==> src/feic_defs.svh <==
// Constants for the fault event interrupt controller.
// Summary of operation
// - Mask bit 31 resets to one; no new message is offered while it is set.
// - With mask clear, a detected condition sends data and address as a message.
// - A new primary fault summary sets the read-only pending bit 30.
// - A newly set invalidation queue error also sets the pending bit.
// - Completion error and completion time-out setting are also interrupt conditions.
// - No new condition if any fault status was already set beforehand.
// - Pending stays set while the message is held back by mask or busy fabric.
// - Pending clears when the held message is actually issued.
// - Pending clears without message once every status is serviced while the message is still held.
// - Data register keeps 16 bits in 15:0, resets zero, upper bits read zero.
// - Primary fault summary is the OR of all fault record flags.
// - Message address is bits 31:2 of address register, low bits zero.
`ifndef FEIC_DEFS_SVH
`define FEIC_DEFS_SVH
`define FEIC_NUM_RECORDS     8
`define FEIC_OFF_STATUS      12'h034
`define FEIC_OFF_CONTROL     12'h038
`define FEIC_OFF_DATA        12'h03c
`define FEIC_OFF_ADDRESS     12'h040
`define FEIC_OFF_RECORDS     12'h050
`define FEIC_OFF_IRQ_STATUS  12'h060
`define FEIC_OFF_IRQ_ENABLE  12'h064
`define FEIC_OFF_IRQ_CLEAR   12'h068
`define FEIC_CTL_MASK_BIT    31
`define FEIC_CTL_PEND_BIT    30
`define FEIC_ST_PPF_BIT      1
`define FEIC_ST_IQE_BIT      4
`define FEIC_ST_ICE_BIT      5
`define FEIC_ST_ITE_BIT      6
`define FEIC_CTL_RESET       32'h8000_0000
`define FEIC_DATA_MASK       32'h0000_ffff
`define FEIC_ADDR_MASK       32'hffff_fffc
`define FEIC_W1C_MASK        32'h0000_0070
`endif

==> src/feic_pkg.sv <==
// Types for the fault event interrupt controller.
package feic_pkg;
  typedef enum logic [1:0] {MSG_IDLE, MSG_HELD, MSG_SEND} feic_msg_state_t;
endpackage

==> src/feic_rise_det.sv <==
// Rising edge detector for one status source.
`timescale 1ns/100ps
module feic_rise_det (
  input  wire logic i_clock,  // Clock.
  input  wire logic i_rst_n,  // Asynchronous reset, active low.
  input  wire logic i_level,  // Level to watch.
  output logic      o_rise    // High for one cycle after a rising edge.
);
  logic prev_ff;

  // Previous value, used to spot a zero-to-one step.
  always_ff @(posedge i_clock or negedge i_rst_n) begin
    if (!i_rst_n) begin
      prev_ff <= 1'b0;
    end else begin
      prev_ff <= i_level;
    end
  end

  // Combinational edge flag.
  assign o_rise = i_level & ~prev_ff;
endmodule

==> src/feic_top.sv <==
// Fault event interrupt controller with APB registers and message output.
//
// The implementer's own choice: the APB slave port.
`timescale 1ns/100ps
`include "feic_defs.svh"
module feic_top (
  input  wire logic        I_CLOCK,        // 10 MHz clock.
  input  wire logic        I_RST_N,        // Asynchronous reset, active low.
  input  wire logic        I_PSEL,         // APB select.
  input  wire logic        I_PENABLE,      // APB access phase.
  input  wire logic        I_PWRITE,       // APB write.
  input  wire logic [11:0] I_PADDR,        // APB byte address.
  input  wire logic [31:0] I_PWDATA,       // APB write data.
  output logic      [31:0] O_PRDATA,       // APB read data.
  output logic             O_PREADY,       // APB ready.
  output logic             O_PSLVERR,      // APB error for unmapped address.
  input  wire logic [7:0]  I_RECORD_SET,   // Pulse per fault record: fault logged.
  input  wire logic        I_IQE_SET,      // Pulse: invalidation queue error.
  input  wire logic        I_ICE_SET,      // Pulse: invalidation completion error.
  input  wire logic        I_ITE_SET,      // Pulse: invalidation time-out.
  output logic             O_MSG_VALID,    // Interrupt message request.
  input  wire logic        I_MSG_READY,    // Fabric accepts message.
  output logic      [31:0] O_MSG_ADDR,     // Message address.
  output logic      [31:0] O_MSG_DATA,     // Message data.
  output logic             O_IRQ           // Local level interrupt.
);
  // Register state comes first; software sees it through the read mux at the end.
  // The status fields are sticky. Hardware sets them, and software clears them
  // by writing ones back. From their rising edges the engine derives one fresh
  // condition at a time and turns it into a single held or offered message.
  // Hazard: once a message is offered it is never withdrawn. The fabric
  // therefore always sees a complete request, even when software masks the
  // block or services the status in the meantime.
  // Trade-off: every bus access costs one wait state. In return, ready, read
  // data and the error flag all come straight from flip-flops.
  logic [31:0] control_ff;
  logic [15:0] data_ff;
  logic [29:0] addr_ff;
  logic [7:0]  record_ff;
  logic        iqe_ff;
  logic        ice_ff;
  logic        ite_ff;
  logic        pend_ff;
  logic [3:0]  irq_stat_ff;
  logic [3:0]  irq_en_ff;
  logic        any_fault_prev_ff;
  feic_pkg::feic_msg_state_t msg_state_ff;

  // Decoded strobes and combinational helpers.
  logic        wr_en;
  logic        rd_en;
  logic        primary_faults_pending;
  logic        ppf_rise;
  logic        iqe_rise;
  logic        ice_rise;
  logic        ite_rise;
  logic        new_cond;
  logic        all_clear;
  logic [31:0] status_word;
  logic [3:0]  events;
  logic [31:0] nxt_rdata;
  logic        nxt_err;
  logic        wr_status;
  logic        wr_control;
  logic        wr_data;
  logic        wr_addr;
  logic        wr_records;
  logic        wr_irq_en;
  logic        wr_irq_clr;
  logic        any_fault;

  ////////////////////////////////////////////////////////////////////////////
  // Bus decode: a request is taken once, at the first edge of its access phase.
  // Gating with the registered ready keeps the second access cycle, in which
  // ready stands, from applying a write or a clear a second time.
  assign wr_en = I_PSEL & I_PENABLE & I_PWRITE & ~O_PREADY;
  assign rd_en = I_PSEL & I_PENABLE & ~I_PWRITE & ~O_PREADY;

  // One write strobe per register. An unmapped offset raises none of them, so a
  // stray write changes no state.
  assign wr_status  = wr_en & (I_PADDR == `FEIC_OFF_STATUS);
  assign wr_control = wr_en & (I_PADDR == `FEIC_OFF_CONTROL);
  assign wr_data    = wr_en & (I_PADDR == `FEIC_OFF_DATA);
  assign wr_addr    = wr_en & (I_PADDR == `FEIC_OFF_ADDRESS);
  assign wr_records = wr_en & (I_PADDR == `FEIC_OFF_RECORDS);
  assign wr_irq_en  = wr_en & (I_PADDR == `FEIC_OFF_IRQ_ENABLE);
  assign wr_irq_clr = wr_en & (I_PADDR == `FEIC_OFF_IRQ_CLEAR);

  // Summary of fault records and the status word.
  assign primary_faults_pending = |record_ff;
  assign status_word = {25'h0, ite_ff, ice_ff, iqe_ff, 2'h0, primary_faults_pending, 1'b0};

  // Any status field still set. Reserved status bits always read zero.
  assign any_fault = primary_faults_pending | iqe_ff | ice_ff | ite_ff;

  ////////////////////////////////////////////////////////////////////////////
  // Fault record flags: hardware set wins over a software clear in the same cycle.
  // A fault that lands during the service write is therefore never lost.
  always_ff @(posedge I_CLOCK or negedge I_RST_N) begin
    if (!I_RST_N) begin
      record_ff <= 8'h00;
    end else if (wr_records) begin
      record_ff <= (record_ff & ~I_PWDATA[7:0]) | I_RECORD_SET;
    end else begin
      record_ff <= record_ff | I_RECORD_SET;
    end
  end

  // Other status fields, write-one-to-clear with set priority.
  // Software writes back what it read, so only the ones that it saw are cleared.
  always_ff @(posedge I_CLOCK or negedge I_RST_N) begin
    if (!I_RST_N) begin
      iqe_ff <= 1'b0;
      ice_ff <= 1'b0;
      ite_ff <= 1'b0;
    end else if (wr_status) begin
      iqe_ff <= (iqe_ff & ~I_PWDATA[`FEIC_ST_IQE_BIT]) | I_IQE_SET;
      ice_ff <= (ice_ff & ~I_PWDATA[`FEIC_ST_ICE_BIT]) | I_ICE_SET;
      ite_ff <= (ite_ff & ~I_PWDATA[`FEIC_ST_ITE_BIT]) | I_ITE_SET;
    end else begin
      iqe_ff <= iqe_ff | I_IQE_SET;
      ice_ff <= ice_ff | I_ICE_SET;
      ite_ff <= ite_ff | I_ITE_SET;
    end
  end

  ////////////////////////////////////////////////////////////////////////////
  // One edge detector per status source.
  // Each detector resets low, the idle level of its source, so the release of
  // reset never looks like a fresh fault.
  feic_rise_det u_ppf (.i_clock(I_CLOCK), .i_rst_n(I_RST_N), .i_level(primary_faults_pending),
                       .o_rise(ppf_rise));
  feic_rise_det u_iqe (.i_clock(I_CLOCK), .i_rst_n(I_RST_N), .i_level(iqe_ff),
                       .o_rise(iqe_rise));
  feic_rise_det u_ice (.i_clock(I_CLOCK), .i_rst_n(I_RST_N), .i_level(ice_ff),
                       .o_rise(ice_rise));
  feic_rise_det u_ite (.i_clock(I_CLOCK), .i_rst_n(I_RST_N), .i_level(ite_ff),
                       .o_rise(ite_rise));

  // Previous any-fault level; a rise while another field was set is no new condition.
  // The level of the cycle before is used. Two sources that rise together
  // therefore still count as one fresh condition.
  always_ff @(posedge I_CLOCK or negedge I_RST_N) begin
    if (!I_RST_N) begin
      any_fault_prev_ff <= 1'b0;
    end else begin
      any_fault_prev_ff <= any_fault;
    end
  end

  // Edge pulses of the four sources and the combined fresh condition.
  assign events   = {ite_rise, ice_rise, iqe_rise, ppf_rise};
  assign new_cond = (|events) & ~any_fault_prev_ff;
  // All serviced: nothing is left that could justify a held message.
  assign all_clear = ~any_fault;

  ////////////////////////////////////////////////////////////////////////////
  // Control register; bits 29:0 are plain storage and drive nothing.
  // The pending bit lives in the engine, so a bus write can never touch it.
  always_ff @(posedge I_CLOCK or negedge I_RST_N) begin
    if (!I_RST_N) begin
      control_ff <= `FEIC_CTL_RESET;
    end else if (wr_control) begin
      control_ff <= {I_PWDATA[31], 1'b0, I_PWDATA[29:0]};
    end
  end

  // Message data: only the low half is stored, so the upper half reads zero.
  always_ff @(posedge I_CLOCK or negedge I_RST_N) begin
    if (!I_RST_N) begin
      data_ff <= 16'h0000;
    end else if (wr_data) begin
      data_ff <= I_PWDATA[15:0];
    end
  end

  // Message address: the two low bits are never stored, so it stays word aligned.
  always_ff @(posedge I_CLOCK or negedge I_RST_N) begin
    if (!I_RST_N) begin
      addr_ff <= 30'h0;
    end else if (wr_addr) begin
      addr_ff <= I_PWDATA[31:2];
    end
  end

  ////////////////////////////////////////////////////////////////////////////
  // Message engine: held while masked or while the fabric stalls.
  // Idle waits for a fresh condition. Held waits for the mask to open, or for
  // software to service every status. Send waits for the fabric to accept.
  // Limitation: conditions that arrive in held or send are absorbed, not queued.
  always_ff @(posedge I_CLOCK or negedge I_RST_N) begin
    if (!I_RST_N) begin
      msg_state_ff <= feic_pkg::MSG_IDLE;
      pend_ff      <= 1'b0;
      O_MSG_VALID  <= 1'b0;
      O_MSG_ADDR   <= 32'h0;
      O_MSG_DATA   <= 32'h0;
    end else begin
      unique case (msg_state_ff)
        feic_pkg::MSG_IDLE: begin
          if (new_cond) begin
            pend_ff      <= 1'b1;
            msg_state_ff <= feic_pkg::MSG_HELD;
          end
        end
        feic_pkg::MSG_HELD: begin
          if (all_clear) begin
            pend_ff      <= 1'b0;
            msg_state_ff <= feic_pkg::MSG_IDLE;
          end else if (!control_ff[`FEIC_CTL_MASK_BIT]) begin
            O_MSG_VALID  <= 1'b1;
            O_MSG_ADDR   <= {addr_ff, 2'b00};
            O_MSG_DATA   <= {16'h0, data_ff};
            msg_state_ff <= feic_pkg::MSG_SEND;
          end
        end
        feic_pkg::MSG_SEND: begin
          // Once offered, the message is not withdrawn; pending stays set meanwhile.
          if (I_MSG_READY) begin
            O_MSG_VALID  <= 1'b0;
            pend_ff      <= 1'b0;
            msg_state_ff <= feic_pkg::MSG_IDLE;
          end
        end
        default: msg_state_ff <= feic_pkg::MSG_IDLE;
      endcase
    end
  end

  ////////////////////////////////////////////////////////////////////////////
  // Local interrupt status: one sticky bit per source edge; writing ones clears it.
  // An edge in the cycle of the clear wins, so no event slips past software.
  always_ff @(posedge I_CLOCK or negedge I_RST_N) begin
    if (!I_RST_N) begin
      irq_stat_ff <= 4'h0;
    end else if (wr_irq_clr) begin
      irq_stat_ff <= (irq_stat_ff & ~I_PWDATA[3:0]) | events;
    end else begin
      irq_stat_ff <= irq_stat_ff | events;
    end
  end

  // Local interrupt enable, with the same layout as the status.
  always_ff @(posedge I_CLOCK or negedge I_RST_N) begin
    if (!I_RST_N) begin
      irq_en_ff <= 4'h0;
    end else if (wr_irq_en) begin
      irq_en_ff <= I_PWDATA[3:0];
    end
  end

  // Level interrupt, registered so that the pin comes straight from a flip-flop.
  // It follows status and enable one cycle late.
  always_ff @(posedge I_CLOCK or negedge I_RST_N) begin
    if (!I_RST_N) begin
      O_IRQ <= 1'b0;
    end else begin
      O_IRQ <= |(irq_stat_ff & irq_en_ff);
    end
  end

  ////////////////////////////////////////////////////////////////////////////
  // Read mux and unmapped-address error.
  // Write-only and unmapped offsets read as zero; only unmapped ones flag an error.
  always_comb begin
    nxt_rdata = 32'h0;
    nxt_err   = 1'b0;
    unique case (I_PADDR)
      `FEIC_OFF_STATUS:     nxt_rdata = status_word;
      `FEIC_OFF_CONTROL:    nxt_rdata = {control_ff[31], pend_ff, control_ff[29:0]};
      `FEIC_OFF_DATA:       nxt_rdata = {16'h0, data_ff};
      `FEIC_OFF_ADDRESS:    nxt_rdata = {addr_ff, 2'b00};
      `FEIC_OFF_RECORDS:    nxt_rdata = {24'h0, record_ff};
      `FEIC_OFF_IRQ_STATUS: nxt_rdata = {28'h0, irq_stat_ff};
      `FEIC_OFF_IRQ_ENABLE: nxt_rdata = {28'h0, irq_en_ff};
      `FEIC_OFF_IRQ_CLEAR:  nxt_rdata = 32'h0;
      default:              nxt_err   = 1'b1;
    endcase
  end

  // Ready rises one cycle into the access phase, registered.
  // It stands for a single cycle, which closes the access phase.
  always_ff @(posedge I_CLOCK or negedge I_RST_N) begin
    if (!I_RST_N) begin
      O_PREADY <= 1'b0;
    end else begin
      O_PREADY <= I_PSEL & I_PENABLE & ~O_PREADY;
    end
  end

  // The error answer stands together with ready, and only for unmapped offsets.
  always_ff @(posedge I_CLOCK or negedge I_RST_N) begin
    if (!I_RST_N) begin
      O_PSLVERR <= 1'b0;
    end else begin
      O_PSLVERR <= I_PSEL & I_PENABLE & ~O_PREADY & nxt_err;
    end
  end

  // Read data is valid with ready and is zero otherwise, so the bus shows no stale data.
  always_ff @(posedge I_CLOCK or negedge I_RST_N) begin
    if (!I_RST_N) begin
      O_PRDATA <= 32'h0;
    end else begin
      O_PRDATA <= rd_en ? nxt_rdata : 32'h0;
    end
  end
endmodule

==> config.mk <==
export PLATFORM = sky130hd
export DESIGN_NAME = feic_top
export DESIGN_NICKNAME = d
export VERILOG_FILES = /design/src/feic_pkg.sv /design/src/feic_rise_det.sv /design/src/feic_top.sv
export VERILOG_INCLUDE_DIRS = /design/src
export SDC_FILE = /design/constraint.sdc
export NUM_CORES = 1
export LEC_CHECK = 0
export ABC_AREA = 1
export ABC_CLOCK_PERIOD_IN_PS = 2000
export BUFFER_PORTS_ARGS = -buffer_cell sky130_fd_sc_hd__buf_2
export CAP_MARGIN = 20
export CORE_ASPECT_RATIO = 0.7
export CORE_MARGIN = 4
export CORE_UTILIZATION = 45
export CTS_CLUSTER_DIAMETER = 30
export DETAILED_ROUTE_END_ITERATION = 7
export PLACE_DENSITY = 0.67
export SLEW_MARGIN = 20
export SYNTH_ARGS = -nofsm -noshare
export SYNTH_HDL_FRONTEND = slang
export SYNTH_SLANG_ARGS = --single-unit
==> constraint.sdc <==
create_clock -name I_CLOCK -period 2 [get_ports I_CLOCK]
set_clock_uncertainty 0.1 [all_clocks]
set_input_delay 0.6 -clock I_CLOCK [delete_from_list [all_inputs] [get_ports I_CLOCK]]
set_output_delay 0.6 -clock I_CLOCK [all_outputs]
set_load 0.02 [all_outputs]
==> flow_summary.ini <==
[power]
p_clk_share_pct = 42.4
p_comb_share_pct = 12.0
pwr-share-seq_pct = 45.5
p_int_mw = 6.28
peakVddDrop_uv = 450
switching_share_pct = 25.8
p_leak_nw = 5.48
powerDensity_mw_per_mm2 = 833
p_sw_mw = 2.18

[timing]
rsz0062_at_grt = no
fin_ws_ps = 127
post-route-period-util_pct = 93.6
setup_violations = 0
finalHoldViolCount = 0
drv_slew = 0
timing.fmax_ghz = 0.534
finalCriticalPeriod_ps = 1870

[synth]
synth_largest_area_cell = dfrtp_1
synth_top_cell_area_share_pct = 56.4
syn_area_mm2 = 0.00821
yosys.cell_count.top_type = nand2_1
synth_seq_cells = 186
synthFlopType = dfrtp_1
seq_area_frac_synth_pct = 56.7
synth_common_cells = nand2_1, dfrtp_1, inv_1
synthTopCellsByArea = dfrtp_1, nand2_1, inv_1
syn_area_per_cell_um2 = 8.72
ys.warnings.count = 0
async_flop_share_pct = 100
synth_cells = 941
synth_edf_count = 0
synth_cell_types = 36

[setup_path]
cp_num_buf_inv = 2
cp-start-kind = flip-flop
crit_chain = nor2_1 -> nand2_1 -> nor2_1 -> nand2_1 -> nand3_2 -> inv_2 -> buf_4 -> nand3_1 -> nand2_1
max_stage_delay_ps = 430
r2r-start = record_ff[5]
crit_top_cell = nand2_1
critPathTopFamily = simple AND/OR/NAND/NOR gates
cpMaxStageDelayCell = dfrtp_1
r2r_slack_ps = 130
r2r.worst_path.cells = 9
required_ps = 2250
cp.depth = 9
path_max_fanout = 13
r2r_end = msg_state_ff[1]
path_class = reg -> reg
crit_path_end = msg_state_ff[1]
setup.worst_path.start = record_ff[5]
critPathArrivalTime_ps = 2130
worstSetupEndpointType = flip-flop

[grt]
grt_antenna_before_repair = 1
grt_pass1_vias = 6350
global_route.usage.total_pct = 21.0
gr-total-overflow = 0
use_met3_pct = 5.93
grt_max_degree = 49
grt_use_met2_pct = 29.5
top_usage_layer = met1
grt_pass1_wl_mm = 33.8
met1_usage_pct = 32.8

[clock_tree]
cts.root.buffer_cell = clkbuf_16
cts_buffers = 17
clock-sinks = 186
h-tree-depth = 4
tritoncts = built
ctsLongestPathBuffers = 2
clkTransAtPathRegs_ps = 70
ctsResizeCount = 0
clk_latency_ps = 430
postCtsSetupRepairBufs = 0

[floorplanning]
rows = 41
die_area_mm2 = 0.0205
die_y_um = 121
start_util_pct = 45.7
pin_count = 161
core_area_mm2 = 0.0180
fp.dieW_um = 169

[route]
dr.pass1.iters = 5
vias_per_cell = 4.73
vias = 6497
drtIter0Drc = 548
wl_per_cell_um = 15.2
ant_nets = 0
wirelength_mm = 20.9
drcViolationCount = 0

[placed_design]
dp_hpwl_mm = 15.0
io_buffers = 142
pre_cts_slack_ps = -236
placed_cell_area_mm2 = 0.00951
gp_congestion = 0.903

[cells_and_area]
drive_gt1_share_pct = 25.8
antenna_cells = 0
fin_area_mm2 = 0.0101
multi_input_area_mm2 = 0.00289
final_net_count = 1189
syn2layout_area_growth_pct = 23.6
nFillCells = 1650
utilization_pct = 56.5
regArea_mm2 = 0.00466

[run]
max-cap-violations = 0

[outcome]
status = finished clean

[hold_path]
hold_path_class = in -> reg
area by class of cell:
cell class,count,share of cell area [%]
clock buffer,22,4.58
multi-input combinational,623,28.5
timing repair buffer,198,12.9
tap,236,2.91
sequential,186,45.9
inverter,98,3.70
clock inverter,10,1.60
worst min-delay path by stage:
stage,from,endpoint,slack (ps),depth (start not counted)
after floorplan,I_RST_N,O_IRQ,200,0
after global placement,ice_ff,u_ice.prev_ff,320,0
after detailed placement,O_PREADY,O_PREADY,320,1
after CTS,I_RECORD_SET[2],record_ff[2],240,3
after global routing,I_RECORD_SET[1],record_ff[1],250,3
final,I_RECORD_SET[2],record_ff[2],250,3
sequential cells by signal (all words and copies together), names as in the netlist, 2 cells and up:
| signal | flops |
|---|---|
| O_MSG_ADDR | 30 |
| O_MSG_DATA | 16 |
| O_PRDATA | 32 |
| addr_ff | 30 |
| control_ff | 31 |
| data_ff | 16 |
| irq_en_ff | 4 |
| irq_stat_ff | 4 |
| msg_state_ff | 2 |
| record_ff | 8 |
worst min-delay path, delay by kind of cell:
| kind | cells | cell delay (ps) |
|---|---|---|
| buffers and inverters | 2 | 100 |
| and+or+nand+nor | 1 | 50 |
power groups by stage:
stage | Sequential, mW | Clock, mW | Combinational [mW]
2_1_floorplan | 3.93 | 0 | 0.568
3_3_place_gp | 3.92 | 0 | 0.996
3_5_place_dp | 3.92 | 0 | 1.00
4_1_cts | 3.85 | 3.66 | 1.02
5_1_grt | 3.85 | 3.82 | 1.12
6_report | 3.85 | 3.59 | 1.02
layer usage:
metal	vias up	share of wire [%]
met5	-	0.034
met4	2	0.76
met3	15	7.2
met2	203	41
met1	3028	51
li1	3249	-
through the flow:
stage,TNS (ps),std cells,power [mW],hold WS [ps]
5_1_grt,0,1373,8.78,254
2_1_floorplan,0,958,4.49,204
3_3_place_gp,-7980,1340,4.91,316
4_1_cts,0,1373,8.52,242
6_report,0,1373,8.45,248
3_5_place_dp,-9940,1340,4.92,320
cell families (layout without fill, tap and decap cells):
group                    after synthesis  after routing  synth area share (%)
AO/OA/AOI/OAI                        113            113                  7.26
adder cells (fa/ha/maj)                4              4                 0.610
buffers and inverters                149            328                  8.93
other                                  1             18                0.0457
AND/OR/NAND/NOR                      488            488                  26.4
flip-flops                           186            186                  56.7
cell usage in the layout, fill, tap and decap left out, drive strengths merged:
cell type,n
ha,4
nand2,353
or2,1
nor3,7
a21oi,1
conb,18
nor3b,1
inv,98
clkinv,4
dfrtp,185
o21ai,109
buf,196
o21bai,3
clkinvlp,2
bufinv,4
dfstp,1
clkbuf,23
nor2,81
dlygate4sd3,1
nand3,32
nand4,13
what timing repair did:
| action | in CTS | in global routing |
|---|---|---|
| hold buffers | 1 | 0 |
| endpoints found under the setup margin | 0 | 0 |
| hold endpoints to repair | 28 | 0 |
No activity file was read; power rests on OpenSTA's default activity.
